File: src/abcc_pkg.sv
package abcc_pkg;

    localparam int unsigned BYTE_W = 8;
    localparam int unsigned CHAN_W = 4;
    localparam int unsigned DUAL_W = 6;
    localparam int unsigned MUX_N = 12;

    // Settling and conversion times, in bus clocks.
    localparam int unsigned SETTLE_CLKS = 32;
    localparam int unsigned CONV_CLKS = 256;
    localparam int unsigned RESULT_BITS = 8;

    // Register select decode.
    localparam logic RSEL_NOOP = 1'b0;
    localparam logic RSEL_CTRL = 1'b1;
    localparam logic RSEL_RESULTS = 1'b0;
    localparam logic RSEL_DISCRETE = 1'b1;

    // Control word fields.
    localparam int unsigned CTRL_START_BIT = 0;
    localparam int unsigned CTRL_CHAN_LSB = 0;

    // Results word fields.
    localparam int unsigned RES_FLAG_BIT = 7;

    // Reset values.
    localparam logic [CHAN_W-1:0] CHAN_RESET = 4'h0;
    localparam logic [BYTE_W-1:0] BYTE_ZERO = 8'h00;
    localparam logic [MUX_N-1:0] MUX_NONE = 12'h000;
    localparam logic [RESULT_BITS-1:0] SAR_FIRST = 8'h80;

    typedef enum logic [1:0] {
        ABCC_IDLE,
        ABCC_SAMPLE,
        ABCC_CONVERT
    } abcc_state_e;

endpackage : abcc_pkg

File: src/abcc_sar.sv
`timescale 1ns/1ps

// Successive approximation register: one trial bit per load, MSB first.
module abcc_sar #(
    parameter int unsigned WIDTH = abcc_pkg::RESULT_BITS
) (
    input wire logic sys_clk_i,
    input wire logic rst_n_i,
    input wire logic clear_i,
    input wire logic load_i,
    input wire logic comparator_i,
    output logic [WIDTH-1:0] trial_code_o,
    output logic [WIDTH-1:0] decided_code_o,
    output logic last_bit_o
);

    logic [WIDTH-1:0] code_r;
    logic [WIDTH-1:0] bit_r;
    logic [WIDTH-1:0] kept;

    initial begin
        if (WIDTH != abcc_pkg::RESULT_BITS) begin
            $error("abcc_sar width must match the result width");
        end
    end

    // A low comparison drops the bit under test.
    assign kept = comparator_i ? code_r : (code_r & ~bit_r);

    always_ff @(posedge sys_clk_i or negedge rst_n_i) begin
        if (!rst_n_i) begin
            code_r <= abcc_pkg::SAR_FIRST;
            bit_r <= abcc_pkg::SAR_FIRST;
        end else if (clear_i) begin
            code_r <= abcc_pkg::SAR_FIRST;
            bit_r <= abcc_pkg::SAR_FIRST;
        end else if (load_i) begin
            code_r <= kept | (bit_r >> 1);
            bit_r <= bit_r >> 1;
        end
    end

    assign trial_code_o = code_r;
    assign decided_code_o = kept;
    assign last_bit_o = bit_r[0];

endmodule : abcc_sar

File: src/abcc_conv_ctrl.sv
`timescale 1ns/1ps

module abcc_conv_ctrl #(
    parameter int unsigned SETTLE_CLKS = abcc_pkg::SETTLE_CLKS,
    parameter int unsigned CONV_CLKS = abcc_pkg::CONV_CLKS
) (
    input wire logic sys_clk_i,
    input wire logic rst_n_i,
    input wire logic dev_sel_n_i,
    input wire logic read_not_write_i,
    input wire logic register_select_line_i,
    input wire logic [abcc_pkg::BYTE_W-1:0] bus_data_lines_i,
    output logic [abcc_pkg::BYTE_W-1:0] bus_data_lines_o,
    output logic bus_data_lines_oe_o,
    input wire logic [abcc_pkg::DUAL_W-1:0] dual_use_inputs_i,
    input wire logic comparator_i,
    output logic [abcc_pkg::MUX_N-1:0] mux_select_o,
    output logic sample_o,
    output logic converting_o,
    output logic [abcc_pkg::RESULT_BITS-1:0] ladder_code_o
);

    localparam int unsigned BIT_CLKS = (CONV_CLKS - SETTLE_CLKS) / abcc_pkg::RESULT_BITS;
    localparam int unsigned CNT_W = 8;

    initial begin
        // The ladder code is registered, so each trial bit needs two clocks to settle.
        if (SETTLE_CLKS < 1 || BIT_CLKS < 2) begin
            $error("abcc_conv_ctrl: conversion time too short for settling and bits");
        end
        if ((CONV_CLKS - SETTLE_CLKS) % abcc_pkg::RESULT_BITS != 0) begin
            $error("abcc_conv_ctrl: bit time must divide the conversion time evenly");
        end
        if (SETTLE_CLKS > (1 << CNT_W) || BIT_CLKS > (1 << CNT_W)) begin
            $error("abcc_conv_ctrl: counts exceed the phase counter");
        end
    end

    localparam logic [CNT_W-1:0] SETTLE_LAST = CNT_W'(SETTLE_CLKS - 1);
    localparam logic [CNT_W-1:0] BIT_LAST = CNT_W'(BIT_CLKS - 1);
    localparam logic [CNT_W-1:0] CNT_ZERO = 8'h00;

    // Maps channel codes 0-5 and A-F onto one leg of the 12-to-1 multiplexer; codes 6-9 select no leg.
    function automatic logic [abcc_pkg::MUX_N-1:0] chan_onehot(
        input logic [abcc_pkg::CHAN_W-1:0] code
    );
        logic [abcc_pkg::MUX_N-1:0] sel;
        sel = abcc_pkg::MUX_NONE;
        case (code)
            4'h0, 4'h1, 4'h2, 4'h3, 4'h4, 4'h5: sel[code] = 1'b1;
            4'hA: sel[10] = 1'b1;
            4'hB: sel[11] = 1'b1;
            4'hC: sel[8] = 1'b1;
            4'hD: sel[9] = 1'b1;
            4'hE: sel[6] = 1'b1;
            4'hF: sel[7] = 1'b1;
            default: sel = abcc_pkg::MUX_NONE;
        endcase
        return sel;
    endfunction : chan_onehot

    // Reset release synchroniser.
    logic [1:0] rst_sync_r;
    logic rst_n;

    always_ff @(posedge sys_clk_i or negedge rst_n_i) begin
        if (!rst_n_i) begin
            rst_sync_r <= 2'h0;
        end else begin
            rst_sync_r <= {rst_sync_r[0], 1'b1};
        end
    end

    assign rst_n = rst_sync_r[1];

    // Bus decode. Every access is taken at the clock edge while select is low.
    logic access;
    logic wr_access;
    logic rd_access;
    logic byte_upper_r;
    logic [abcc_pkg::BYTE_W-1:0] upper_hold_r;
    logic ctrl_word_done;

    assign access = !dev_sel_n_i;
    assign wr_access = access && !read_not_write_i;
    assign rd_access = access && read_not_write_i;
    assign ctrl_word_done = wr_access && !byte_upper_r
        && (register_select_line_i == abcc_pkg::RSEL_CTRL);

    // Byte counter: upper first, then lower, then back to upper.
    always_ff @(posedge sys_clk_i or negedge rst_n) begin
        if (!rst_n) begin
            byte_upper_r <= 1'b1;
        end else if (!access) begin
            byte_upper_r <= 1'b1;
        end else begin
            byte_upper_r <= !byte_upper_r;
        end
    end

    // Upper control byte is held until its lower byte completes the word.
    always_ff @(posedge sys_clk_i or negedge rst_n) begin
        if (!rst_n) begin
            upper_hold_r <= abcc_pkg::BYTE_ZERO;
        end else if (wr_access && byte_upper_r
                     && register_select_line_i == abcc_pkg::RSEL_CTRL) begin
            upper_hold_r <= bus_data_lines_i;
        end
    end

    // Control word: channel field and start request.
    logic [abcc_pkg::CHAN_W-1:0] channel_address_field_r;
    logic begin_conversion_request_r;
    logic start_taken;

    always_ff @(posedge sys_clk_i or negedge rst_n) begin
        if (!rst_n) begin
            channel_address_field_r <= abcc_pkg::CHAN_RESET;
        end else if (ctrl_word_done) begin
            channel_address_field_r <=
                bus_data_lines_i[abcc_pkg::CTRL_CHAN_LSB +: abcc_pkg::CHAN_W];
        end
    end

    // A fresh write wins over the sequencer's own clear of the request.
    always_ff @(posedge sys_clk_i or negedge rst_n) begin
        if (!rst_n) begin
            begin_conversion_request_r <= 1'b0;
        end else if (ctrl_word_done) begin
            begin_conversion_request_r <= upper_hold_r[abcc_pkg::CTRL_START_BIT];
        end else if (start_taken) begin
            begin_conversion_request_r <= 1'b0;
        end
    end

    // Conversion sequencer.
    abcc_pkg::abcc_state_e state_r;
    logic [CNT_W-1:0] phase_cnt_r;
    logic sar_clear;
    logic sar_load;
    logic conv_finish;
    logic [abcc_pkg::RESULT_BITS-1:0] trial_code;
    logic [abcc_pkg::RESULT_BITS-1:0] decided_code;
    logic last_bit;

    assign start_taken = begin_conversion_request_r;
    assign sar_clear = start_taken;
    assign sar_load = (state_r == abcc_pkg::ABCC_CONVERT)
        && (phase_cnt_r == BIT_LAST) && !start_taken;
    assign conv_finish = sar_load && last_bit;

    always_ff @(posedge sys_clk_i or negedge rst_n) begin
        if (!rst_n) begin
            state_r <= abcc_pkg::ABCC_IDLE;
            phase_cnt_r <= CNT_ZERO;
        end else if (start_taken) begin
            state_r <= abcc_pkg::ABCC_SAMPLE;
            phase_cnt_r <= CNT_ZERO;
        end else begin
            case (state_r)
                abcc_pkg::ABCC_IDLE: begin
                    state_r <= abcc_pkg::ABCC_IDLE;
                    phase_cnt_r <= CNT_ZERO;
                end
                abcc_pkg::ABCC_SAMPLE: begin
                    if (phase_cnt_r == SETTLE_LAST) begin
                        state_r <= abcc_pkg::ABCC_CONVERT;
                        phase_cnt_r <= CNT_ZERO;
                    end else begin
                        phase_cnt_r <= phase_cnt_r + 8'h01;
                    end
                end
                abcc_pkg::ABCC_CONVERT: begin
                    if (conv_finish) begin
                        state_r <= abcc_pkg::ABCC_IDLE;
                        phase_cnt_r <= CNT_ZERO;
                    end else if (phase_cnt_r == BIT_LAST) begin
                        phase_cnt_r <= CNT_ZERO;
                    end else begin
                        phase_cnt_r <= phase_cnt_r + 8'h01;
                    end
                end
                default: begin
                    state_r <= abcc_pkg::ABCC_IDLE;
                    phase_cnt_r <= CNT_ZERO;
                end
            endcase
        end
    end

    abcc_sar #(
        .WIDTH(abcc_pkg::RESULT_BITS)
    ) u_sar (
        .sys_clk_i(sys_clk_i),
        .rst_n_i(rst_n),
        .clear_i(sar_clear),
        .load_i(sar_load),
        .comparator_i(comparator_i),
        .trial_code_o(trial_code),
        .decided_code_o(decided_code),
        .last_bit_o(last_bit)
    );

    // Data register keeps its contents through reset.
    logic [abcc_pkg::RESULT_BITS-1:0] conversion_result_bits_r;

    always_ff @(posedge sys_clk_i) begin
        if (conv_finish) begin
            conversion_result_bits_r <= decided_code;
        end
    end

    // Completion flag: set on the same edge the result lands; set beats clear.
    logic result_valid_r;

    always_ff @(posedge sys_clk_i or negedge rst_n) begin
        if (!rst_n) begin
            result_valid_r <= 1'b0;
        end else if (conv_finish) begin
            result_valid_r <= 1'b1;
        end else if (ctrl_word_done) begin
            result_valid_r <= 1'b0;
        end
    end

    // Read multiplexer for the two readable words.
    logic [abcc_pkg::DUAL_W-1:0] dual_level_r;
    logic [abcc_pkg::BYTE_W-1:0] rd_byte;

    always_ff @(posedge sys_clk_i or negedge rst_n) begin
        if (!rst_n) begin
            dual_level_r <= '0;
        end else begin
            dual_level_r <= dual_use_inputs_i;
        end
    end

    always_comb begin
        rd_byte = abcc_pkg::BYTE_ZERO;
        if (register_select_line_i == abcc_pkg::RSEL_RESULTS) begin
            if (byte_upper_r) begin
                rd_byte[abcc_pkg::RES_FLAG_BIT] = result_valid_r;
            end else begin
                rd_byte = conversion_result_bits_r;
            end
        end else begin
            if (byte_upper_r) begin
                rd_byte[abcc_pkg::CHAN_W-1:0] = channel_address_field_r;
            end else begin
                rd_byte[abcc_pkg::DUAL_W-1:0] = dual_level_r;
            end
        end
    end

    // Data lines are driven for the cycle after each read access only.
    always_ff @(posedge sys_clk_i or negedge rst_n) begin
        if (!rst_n) begin
            bus_data_lines_oe_o <= 1'b0;
            bus_data_lines_o <= abcc_pkg::BYTE_ZERO;
        end else begin
            bus_data_lines_oe_o <= rd_access;
            if (rd_access) begin
                bus_data_lines_o <= rd_byte;
            end
        end
    end

    // Analog front end controls.
    always_ff @(posedge sys_clk_i or negedge rst_n) begin
        if (!rst_n) begin
            mux_select_o <= abcc_pkg::MUX_NONE;
            sample_o <= 1'b0;
            converting_o <= 1'b0;
            ladder_code_o <= abcc_pkg::SAR_FIRST;
        end else begin
            mux_select_o <= chan_onehot(channel_address_field_r);
            sample_o <= (state_r == abcc_pkg::ABCC_SAMPLE);
            converting_o <= (state_r != abcc_pkg::ABCC_IDLE);
            ladder_code_o <= trial_code;
        end
    end

endmodule : abcc_conv_ctrl

File: config.mk
export PLATFORM = sky130hd
export DESIGN_NAME = abcc_conv_ctrl
export DESIGN_NICKNAME = d
export VERILOG_FILES = /design/src/abcc_pkg.sv /design/src/abcc_sar.sv /design/src/abcc_conv_ctrl.sv
export SDC_FILE = /design/constraint.sdc
export NUM_CORES = 1
export LEC_CHECK = 0
export BUFFER_PORTS_ARGS = -buffer_cell sky130_fd_sc_hd__buf_2
export CAP_MARGIN = 20
export CORE_MARGIN = 5
export CORE_UTILIZATION = 30
export DETAILED_ROUTE_END_ITERATION = 7
export SYNTH_ARGS = -nofsm -noshare
export SYNTH_HDL_FRONTEND = slang
export SYNTH_SLANG_ARGS = --single-unit
File: constraint.sdc
create_clock -name sys_clk_i -period 3.06 [get_ports sys_clk_i]
set_clock_uncertainty 0.15 [all_clocks]
set_input_delay 0.459 -clock sys_clk_i [delete_from_list [all_inputs] [get_ports sys_clk_i]]
set_output_delay 0.459 -clock sys_clk_i [all_outputs]
set_load 0.02 [all_outputs]
# --- After elaboration in Yosys (flattened, before gate mapping) ---
# Cells that the tools add are included.
word_totals:
  input_bits: 20
  elab_cells: 94
  regBits: 81
op_classes:
  n_reduce_logical: 20
  bitwise: 3
  mux: 33
  n_addsub: 1
  order_cmp: 2
  n_eq_ne: 17
op_table:
  columns: ["cell", "n"]
  rows:
  - ["two-way mux 8 bit", 9]
  - ["equality test 4 bit, second input constant", 6]
  - ["equality test 8 x 5 -> 1 bit, second input constant", 2]
  - ["case mux 8 bit (2 select lines)", 1]
  - ["two-way mux 6 bit", 2]
  - ["case mux 1 bit (2 select lines)", 6]
  - ["logical AND 1 bit", 10]
  - ["two-way mux 2 bit", 5]
  - ["adder 8 x 1 -> 8 bit, second input constant", 1]
  - ["AND 8 bit", 1]
  - ["equality test 4 x 2 -> 1 bit, second input constant", 2]
  - ["equality test 4 x 3 -> 1 bit, second input constant", 2]
  - ["inverter 8 bit", 1]
  - ["OR 8 x 7 -> 8 bit", 1]
  - ["two-way mux 7 bit", 1]
  - ["two-way mux 1 bit", 6]
  - ["inequality test 3 bit, second input constant", 2]
  - ["nonzero test 2 bit", 3]
  - ["OR reduction 6 bit", 1]
  - ["less-than comparator 4 x 5 -> 1 bit, second input constant", 1]
  - ["demux 1 bit (select 4 bit)", 1]
  - ["equality test 4 x 1 -> 1 bit, second input constant", 1]
  - [">= comparator 4 x 1 -> 1 bit, second input constant", 1]
  - ["zero test 1 bit", 4]
  - ["other kinds (6)", 6]

# --- Longest topological paths before layout ---
# Gate-level depths: netlist (run 1).
depth:
  word_depth: 7
  depth_mapped: 6

# --- Hierarchy ---
# A second synthesis (run 1) with hierarchy kept.
unflattened:
  cells_unflattened: 252
  hier_area_um2: 3200.6
by_module_without_submodules:
  columns: ["mod", "area_each_um2", "cells_each", "instances"]
  rows:
  - ["abcc_conv_ctrl", 2418.6, 182, 1]
  - ["abcc_sar", 782.0, 70, 1]

# --- Worst setup path before layout (run 1) ---
# Ideal clock, no wire load.
synth_timing:
  kind: "reg2reg"
  start: "reg state_r[0]"
  end: "reg conversion_result_bits_r[0] (netlist name) (enable)"
  slack_ns: 1.000
  path_stages_with_launch: 6
  setup_time_ns: 0.370
  n_path_buf: 0
  arrival_ns: 1.540
  cell_sequence: "dfrtp_1 > inv_1 > ha_1 > nor4b_4 > nand3_2 > nor2_1"
synth_between:
  elab_chain_cells: 4
synth_lines:
  columns: ["item", "line_no", "source"]
  rows:
  - ["start, declared", "abcc_conv_ctrl.sv:137", "abcc_pkg::abcc_state_e state_r;"]
  - ["start signal, assigned", "abcc_conv_ctrl.sv:154", "state_r <= abcc_pkg::ABCC_IDLE;"]
  - ["start signal, assigned", "abcc_conv_ctrl.sv:157", "state_r <= abcc_pkg::ABCC_SAMPLE;"]
  - ["start signal, assigned", "abcc_conv_ctrl.sv:162", "state_r <= abcc_pkg::ABCC_IDLE;"]
  - ["equality test 2 bit", "abcc_conv_ctrl.sv:148", "assign sar_load = (state_r == abcc_pkg::ABCC_CONVERT)"]
  - ["logical AND 1 bit (2 in a row)", "abcc_conv_ctrl.sv:149", "&& (phase_cnt_r == BIT_LAST) && !start_taken;"]
  - ["logical AND 1 bit", "abcc_conv_ctrl.sv:150", "assign conv_finish = sar_load && last_bit;"]
  - ["via conv_finish", "abcc_conv_ctrl.sv:141", "logic conv_finish;"]
  - ["end signal, assigned", "abcc_conv_ctrl.sv:209", "conversion_result_bits_r <= decided_code;"]
  - ["end, declared", "abcc_conv_ctrl.sv:205", "logic [abcc_pkg::RESULT_BITS-1:0] conversion_result_bits_r;"]
# The timed path passes the listed nets, and every way through them passes these cells.
# A chain may end at the register's enable or synchronous reset.

# --- Worst setup path in the final report (run 1) ---
layout_timing:
  start: "reg state_r[0]"
  end: "reg conversion_result_bits_r[2] (netlist name) (enable)"
# Same word-level chain as after synthesis.

==> results of run 1 <==
registers in the layout (all words and copies together) (netlist names):
| name | flops |
|---|---|
| conversion_result_bits_r | 8 |
| rst_sync_r | 2 |
| bus_data_lines_oe_o | 1 |
| sample_o | 1 |
| channel_address_field_r | 4 |
| state_r | 2 |
| u_sar.trial_code_o | 8 |
| result_valid_r | 1 |
| mux_select_o | 12 |
| phase_cnt_r | 8 |
| byte_upper_r | 1 |
| dual_level_r | 6 |
| upper_hold_r | 1 |
| u_sar.bit_r | 8 |
| converting_o | 1 |
| ladder_code_o | 8 |
| bus_data_lines_o | 8 |
| begin_conversion_request_r | 1 |
worst max path at each step:
stage	slack, ns	endpoint	cells past startpoint
after floorplan	0.73	begin_conversion_request_r	0
after global routing	0.47	conversion_result_bits_r[2]	5
after detailed placement	0.67	conversion_result_bits_r[4]	5
after CTS	0.63	conversion_result_bits_r[2]	5
after global placement	0.73	conversion_result_bits_r[4]	5
final	0.64	conversion_result_bits_r[2]	5
critical path, delay by kind of cell (launching register included):
kind / cells / cell delay (ns)
flops: 1 / 0.39
simple gates: 3 / 1.12
fa+ha+maj: 1 / 0.28
buf+inv: 1 / 0.10
stage by stage:
| step | hold WS, ns | utilization, % | setup WS, ns |
|---|---|---|---|
| after global routing | 0.0399 | 36.5 | 0.474 |
| after global placement | 0.0953 | 34.4 | 0.729 |
| after detailed placement | 0.0958 | 34.4 | 0.669 |
| final | 0.0664 | 36.5 | 0.641 |
| after floorplan | 0.0134 | - | 0.734 |
| after CTS | 0.0510 | 36.5 | 0.626 |
synth_stat cells, drive strengths merged (2+ instances only):
library cell,n,area [um2]
a211oi,3,22.5
a21oi,9,48.8
a221oi,5,43.8
a22o,7,61.3
and2,8,50.1
buf,5,33.8
clkbuf,4,16.3
dfrtp,69,1730
dfstp,4,105
edfxtp,8,240
ha,4,50.1
inv,10,37.5
mux2,9,101
mux2i,3,30.0
nand2,8,30.0
nand2b,14,87.6
nand3,6,35.0
nand4,2,12.5
nor2,21,78.8
nor3,9,55.1
nor4,2,18.8
o21ai,5,28.8
o22ai,2,18.8
o2bb2ai,7,61.3
o31ai,4,30.0
or3,3,18.8
cell families (layout without fill, tap and decap cells):
family          after synthesis  after routing  synth area share [%]
compound gates               47             47                  11.1
xor+xnor                      1              1                 0.274
fa+ha+maj                     4              4                  1.57
buf+inv                      19             74                  2.74
flops                        81             81                  64.8
mux                          12             12                  4.11
other cells                   1              1                 0.117
simple gates                 81             81                  15.3
cell type report:
| class | count | area, um2 |
|---|---|---|
| sequential | 81 | 2070 |
| fill | 1033 | 6580 |
| tap | 136 | 170 |
| clock buffer | 10 | 128 |
| multi-input combinational | 146 | 1040 |
| inverter | 10 | 37.5 |
| clock inverter | 6 | 82.6 |
| timing repair buffer | 48 | 260 |
metal layers:
layer | up-vias | routed length, um | global-route usage [%]
li1 | 976 | - | -
met1 | 1008 | 2740 | 13.4
met2 | 40 | 2940 | 16.3
met3 | 8 | 358 | 3.74
met4 | 0 | 91 | 3.85
met5 | - | 0 | 0
where the power goes:
group / leakage [nW] / total, mW / internal, mW / switching (mW)
Combinational: 0.604 / 0.202 / 0.0844 / 0.117
Sequential: 1.05 / 1.21 / 1.15 / 0.0636
Clock: 0.0976 / 0.821 / 0.454 / 0.367
Total: 1.75 / 2.23 / 1.69 / 0.548
==> summary.txt, run 1 <==
CTS sink cnt: 81
result of the run: complete, no violations
EDFF count, synth: 8
vias in the first global route: 2082
CP startpoint: state_r[0]
CP Launch Type: register
P_leak: 1.75 nW
IO buf count: 46
pins over their slew limit: 0
Iter 0 DRT Violations: 136
CP max-delay cell: nor2_1
Max Cap Violations: 0
vias per std cell: 4.65
CTS Buffer Depth: 2
Std-Cell Rows: 37
wirelength, routed: 6.13 mm
crit-path max cell delay: 0.53 ns
Setup Fix Bufs, Post-CTS: 0
Area after DPL: 3570 um2
worst endpoint data arrival time: 2.25 ns
non-filler cells in the finished layout: 437
GR Overflow Total: 0
die area: 12800 um2
CTS Hold Bufs: 1
first-pass GRT wire length: 10.6 mm
min Tclk post-route: 2.42 ns
Layout area overhead: 18.5%
post-synthesis cell type count: 50
CTS tree: yes
CP Class: reg2reg
Data required, critical path: 2.89 ns
CP Cell Sequence: inv_1, ha_1, nor4b_4, nand3_2, nor2_1
Clk Latency, worst-skew pair: 0.35 ns
routability congestion estimate: 0.683
most frequent cells in the layout: dfrtp_1 (68), buf_2 (46), nor2_1 (21)
Worst Setup End Kind: register
reg-to-reg endpoint: conversion_result_bits_r[2]
worst slew pin tran: 0.784 ns
post-DP HPWL: 4.32 mm
Post-Synthesis Mean Instance Area: 13.0 um2
worst-path fanout max: 9
cts bufs inserted: 9
final total power: 2.23 mW
Seq cells post-synth: 81
largest net degree at the start of global routing: 37
Initial Util: 30.8%
commonest non-fill, non-tap cell in the layout: dfrtp_1
CTS Root Cell: clkbuf_8
Finished Cell Area: 3790 um2
total negative slack: 0 ns
worst reg-to-reg setup slack: 0.64 ns
DRC viols: 0
total number of vias: 2032
most common flop cell mapped by yosys: dfrtp_1
diode count: 0
first-pass iteration count of the detailed router: 4
PwrDens: 590 nW/um2
Rel. slew slack: 47.7%
Hold Crit Start: dual_use_inputs_i[5]
post_cts resized: 0
worst min path class: in2reg
initial antenna violation count: 0
Hold Path Sink: dual_level_r[5]
DP Cell Count: 420
fmax: 413 MHz
Synth Instances: 246
synthesized area: 3200 um2
CTS clock-pin slew for the worst setup and hold paths: 0.08 ns
layout cells sized above 1: 28.6%
final setup vio count: 0
RSZ-0062 raised after global routing: false
r2r worst-path depth: 5
FFs w/ async S/R, synth: 90.1%
antenna violation net count after detailed routing: 0
Die W: 113 um
Final Hold Vio Count: 0
core area: 10400 um2
Yosys Warn Count: 0
part of the Yosys area used for sequential elements: 64.8%
H-tree depth: 3
Avg WL per Cell: 14.0 um
Hold Path Depth: 1
num ports: 51
Die Y: 113 um
Final #Nets: 320
Tot GR Track Use: 10.4%
syn nets: 270
post-route clock period utilization: 79.1%
Worst R2R Start: state_r[0]
worst vdd ir: 0.000210 V
Power figures use the tool's default switching activity.
==> inputs of run 2 (changes only) <==
==> constraint.sdc (replaced) <==
create_clock -name sys_clk_i -period 2.5 [get_ports sys_clk_i]
set_clock_uncertainty 0.15 [all_clocks]
set_input_delay 0.375 -clock sys_clk_i [delete_from_list [all_inputs] [get_ports sys_clk_i]]
set_output_delay 0.375 -clock sys_clk_i [all_outputs]
set_load 0.02 [all_outputs]
==> summary.txt, run 2 (same netlist as run 1, synthesis figures left out) <==
RSZ-0062 raised after global routing: false
PwrDens: 702 nW/um2 (+19%)
Tot GR Track Use: 10.3% (-0.089 points)
core area: 10400 um2 (unchanged)
layout cells sized above 1: 29.0% (+0.46 points)
worst vdd ir: 0.000358 V (+70%)
Layout area overhead: 21.0%
Worst Setup End Kind: register
Final Hold Vio Count: 0 (unchanged)
post-layout util: 37.3% (+0.77 points)
CP Cell Sequence: inv_1, ha_1, or4b_4, o22ai_2, o31ai_1
fillcell total: 1010 (-2.2%)
Die Y: 113 um (unchanged)
Data required, critical path: 2.58 ns (-0.31 ns)
CTS Buffer Depth: 2 (unchanged)
antenna violation net count after detailed routing: 0 (unchanged)
DRC viols: 0 (unchanged)
post-route clock period utilization: 77.0% (-2.0 points)
CP Class: reg2reg
CTS clock-pin slew for the worst setup and hold paths: 0.08 ns (about the same)
worst min path class: reg2async
CP Launch Type: register
Avg WL per Cell: 13.8 um (-1.7%)
diode count: 0 (unchanged)
wirelength, routed: 6.15 mm (+0.36%)
crit-path max cell delay: 0.56 ns (+0.03 ns)
pins over their slew limit: 0 (unchanged)
Critical path buffers and inverters: 1 (unchanged)
CTS tree: yes
vias per std cell: 4.56 (-2.0%)
first-pass GRT wire length: 10.6 mm (-0.40%)
CTS sink cnt: 81 (unchanged)
fmax: 519 MHz (+26%)
P_leak: 1.80 nW (+2.7%)
largest net degree at the start of global routing: 72 (+95%)
register with the most flip-flops: mux_select_o
final total power: 2.72 mW (+22%)
CP max-delay cell: or4b_4
IO buf count: 46 (unchanged)
Final #Nets: 329 (+2.8%)
Iter 0 DRT Violations: 162 (+19%)
num ports: 51 (unchanged)
Die W: 113 um (unchanged)
worst-path fanout max: 7 (-2)
final setup vio count: 0 (unchanged)
CTS Root Cell: clkbuf_8
cts bufs inserted: 9 (unchanged)
Max Cap Violations: 0 (unchanged)
post_cts resized: 0 (unchanged)
worst reg-to-reg setup slack: 0.57 ns (-0.07 ns)
Initial Util: 30.8% (unchanged)
GR Overflow Total: 0 (unchanged)
max reg flops: 12 (unchanged)
die area: 12800 um2 (unchanged)
Std-Cell Rows: 37 (unchanged)
total negative slack: 0 ns (unchanged)
H-tree depth: 3 (unchanged)
routability congestion estimate: 0.724 (+6.1%)
first-pass iteration count of the detailed router: 4 (unchanged)
min Tclk post-route: 1.93 ns (-0.493 ns)
vias in the first global route: 2110 (+1.3%)
Clk Latency, worst-skew pair: 0.34 ns (about the same)
post-DP HPWL: 4.21 mm (-2.5%)
total number of vias: 2032 (unchanged)
worst endpoint data arrival time: 2.00 ns (-0.25 ns)
Crit path max-delay family: simple AND/OR/NAND/NOR gates
result of the run: complete, no violations
commonest non-fill, non-tap cell in the layout: dfrtp_1
most frequent cells in the layout: dfrtp_1 (68), buf_2 (46), nor2_1 (21)
initial antenna violation count: 0 (unchanged)
## run 2: final timing paths
path,from,end,cells after the start
setup / recovery,state_r[0],state_r[0],5
hold / removal,rst_sync_r[1],bus_data_lines_o[4],1
setup reg to reg,state_r[0],state_r[0],5
hold reg to reg,rst_sync_r[1],bus_data_lines_o[4],1
max in group asynchronous,rst_sync_r[1],u_sar.trial_code_o[7],1
min in group sys_clk_i,bus_data_lines_i[3],channel_address_field_r[3],2
## run 2: timing repair
action	CTS	global route
hold buffers	7	0
hold endpoints to repair	8	0
setup buffers	0	0
## run 2: layout make-up
class	count	area, um2	area share (%)
clock inverter	2	35.0	0.905
inverter	10	37.5	0.970
tap	136	170	4.40
timing repair buffer	57	343	8.86
clock buffer	14	173	4.46
multi-input combinational	146	1040	26.8
sequential	81	2070	53.6
## run 2: per-layer routing
| layer | vias up | wire length, um | global-route usage [%] |
|---|---|---|---|
| met5 | - | 0 | 0 |
| met3 | 12 | 288 | 2.46 |
| li1 | 992 | - | - |
| met1 | 994 | 2830 | 14.0 |
| met4 | 0 | 115 | 5.05 |
| met2 | 34 | 2920 | 15.6 |
## run 2: through the flow
stage	hold WS (ns)	setup slack, ns	cell area, um2	instances
2_1_floorplan	-0.0706	0.174	3200	246
3_3_place_gp	0.00973	0.603	3590	423
3_5_place_dp	0.0127	0.588	3590	423
4_1_cts	0.0964	0.567	3870	446
5_1_grt	0.102	0.425	3870	446
6_report	0.111	0.574	3870	446
## run 2: report_power, final
| group | switching [mW] | internal [mW] | total [mW] |
|---|---|---|---|
| logic | 0.153 | 0.110 | 0.263 |
| clock network | 0.437 | 0.543 | 0.981 |
| registers | 0.0675 | 1.41 | 1.47 |
| total | 0.658 | 2.06 | 2.72 |
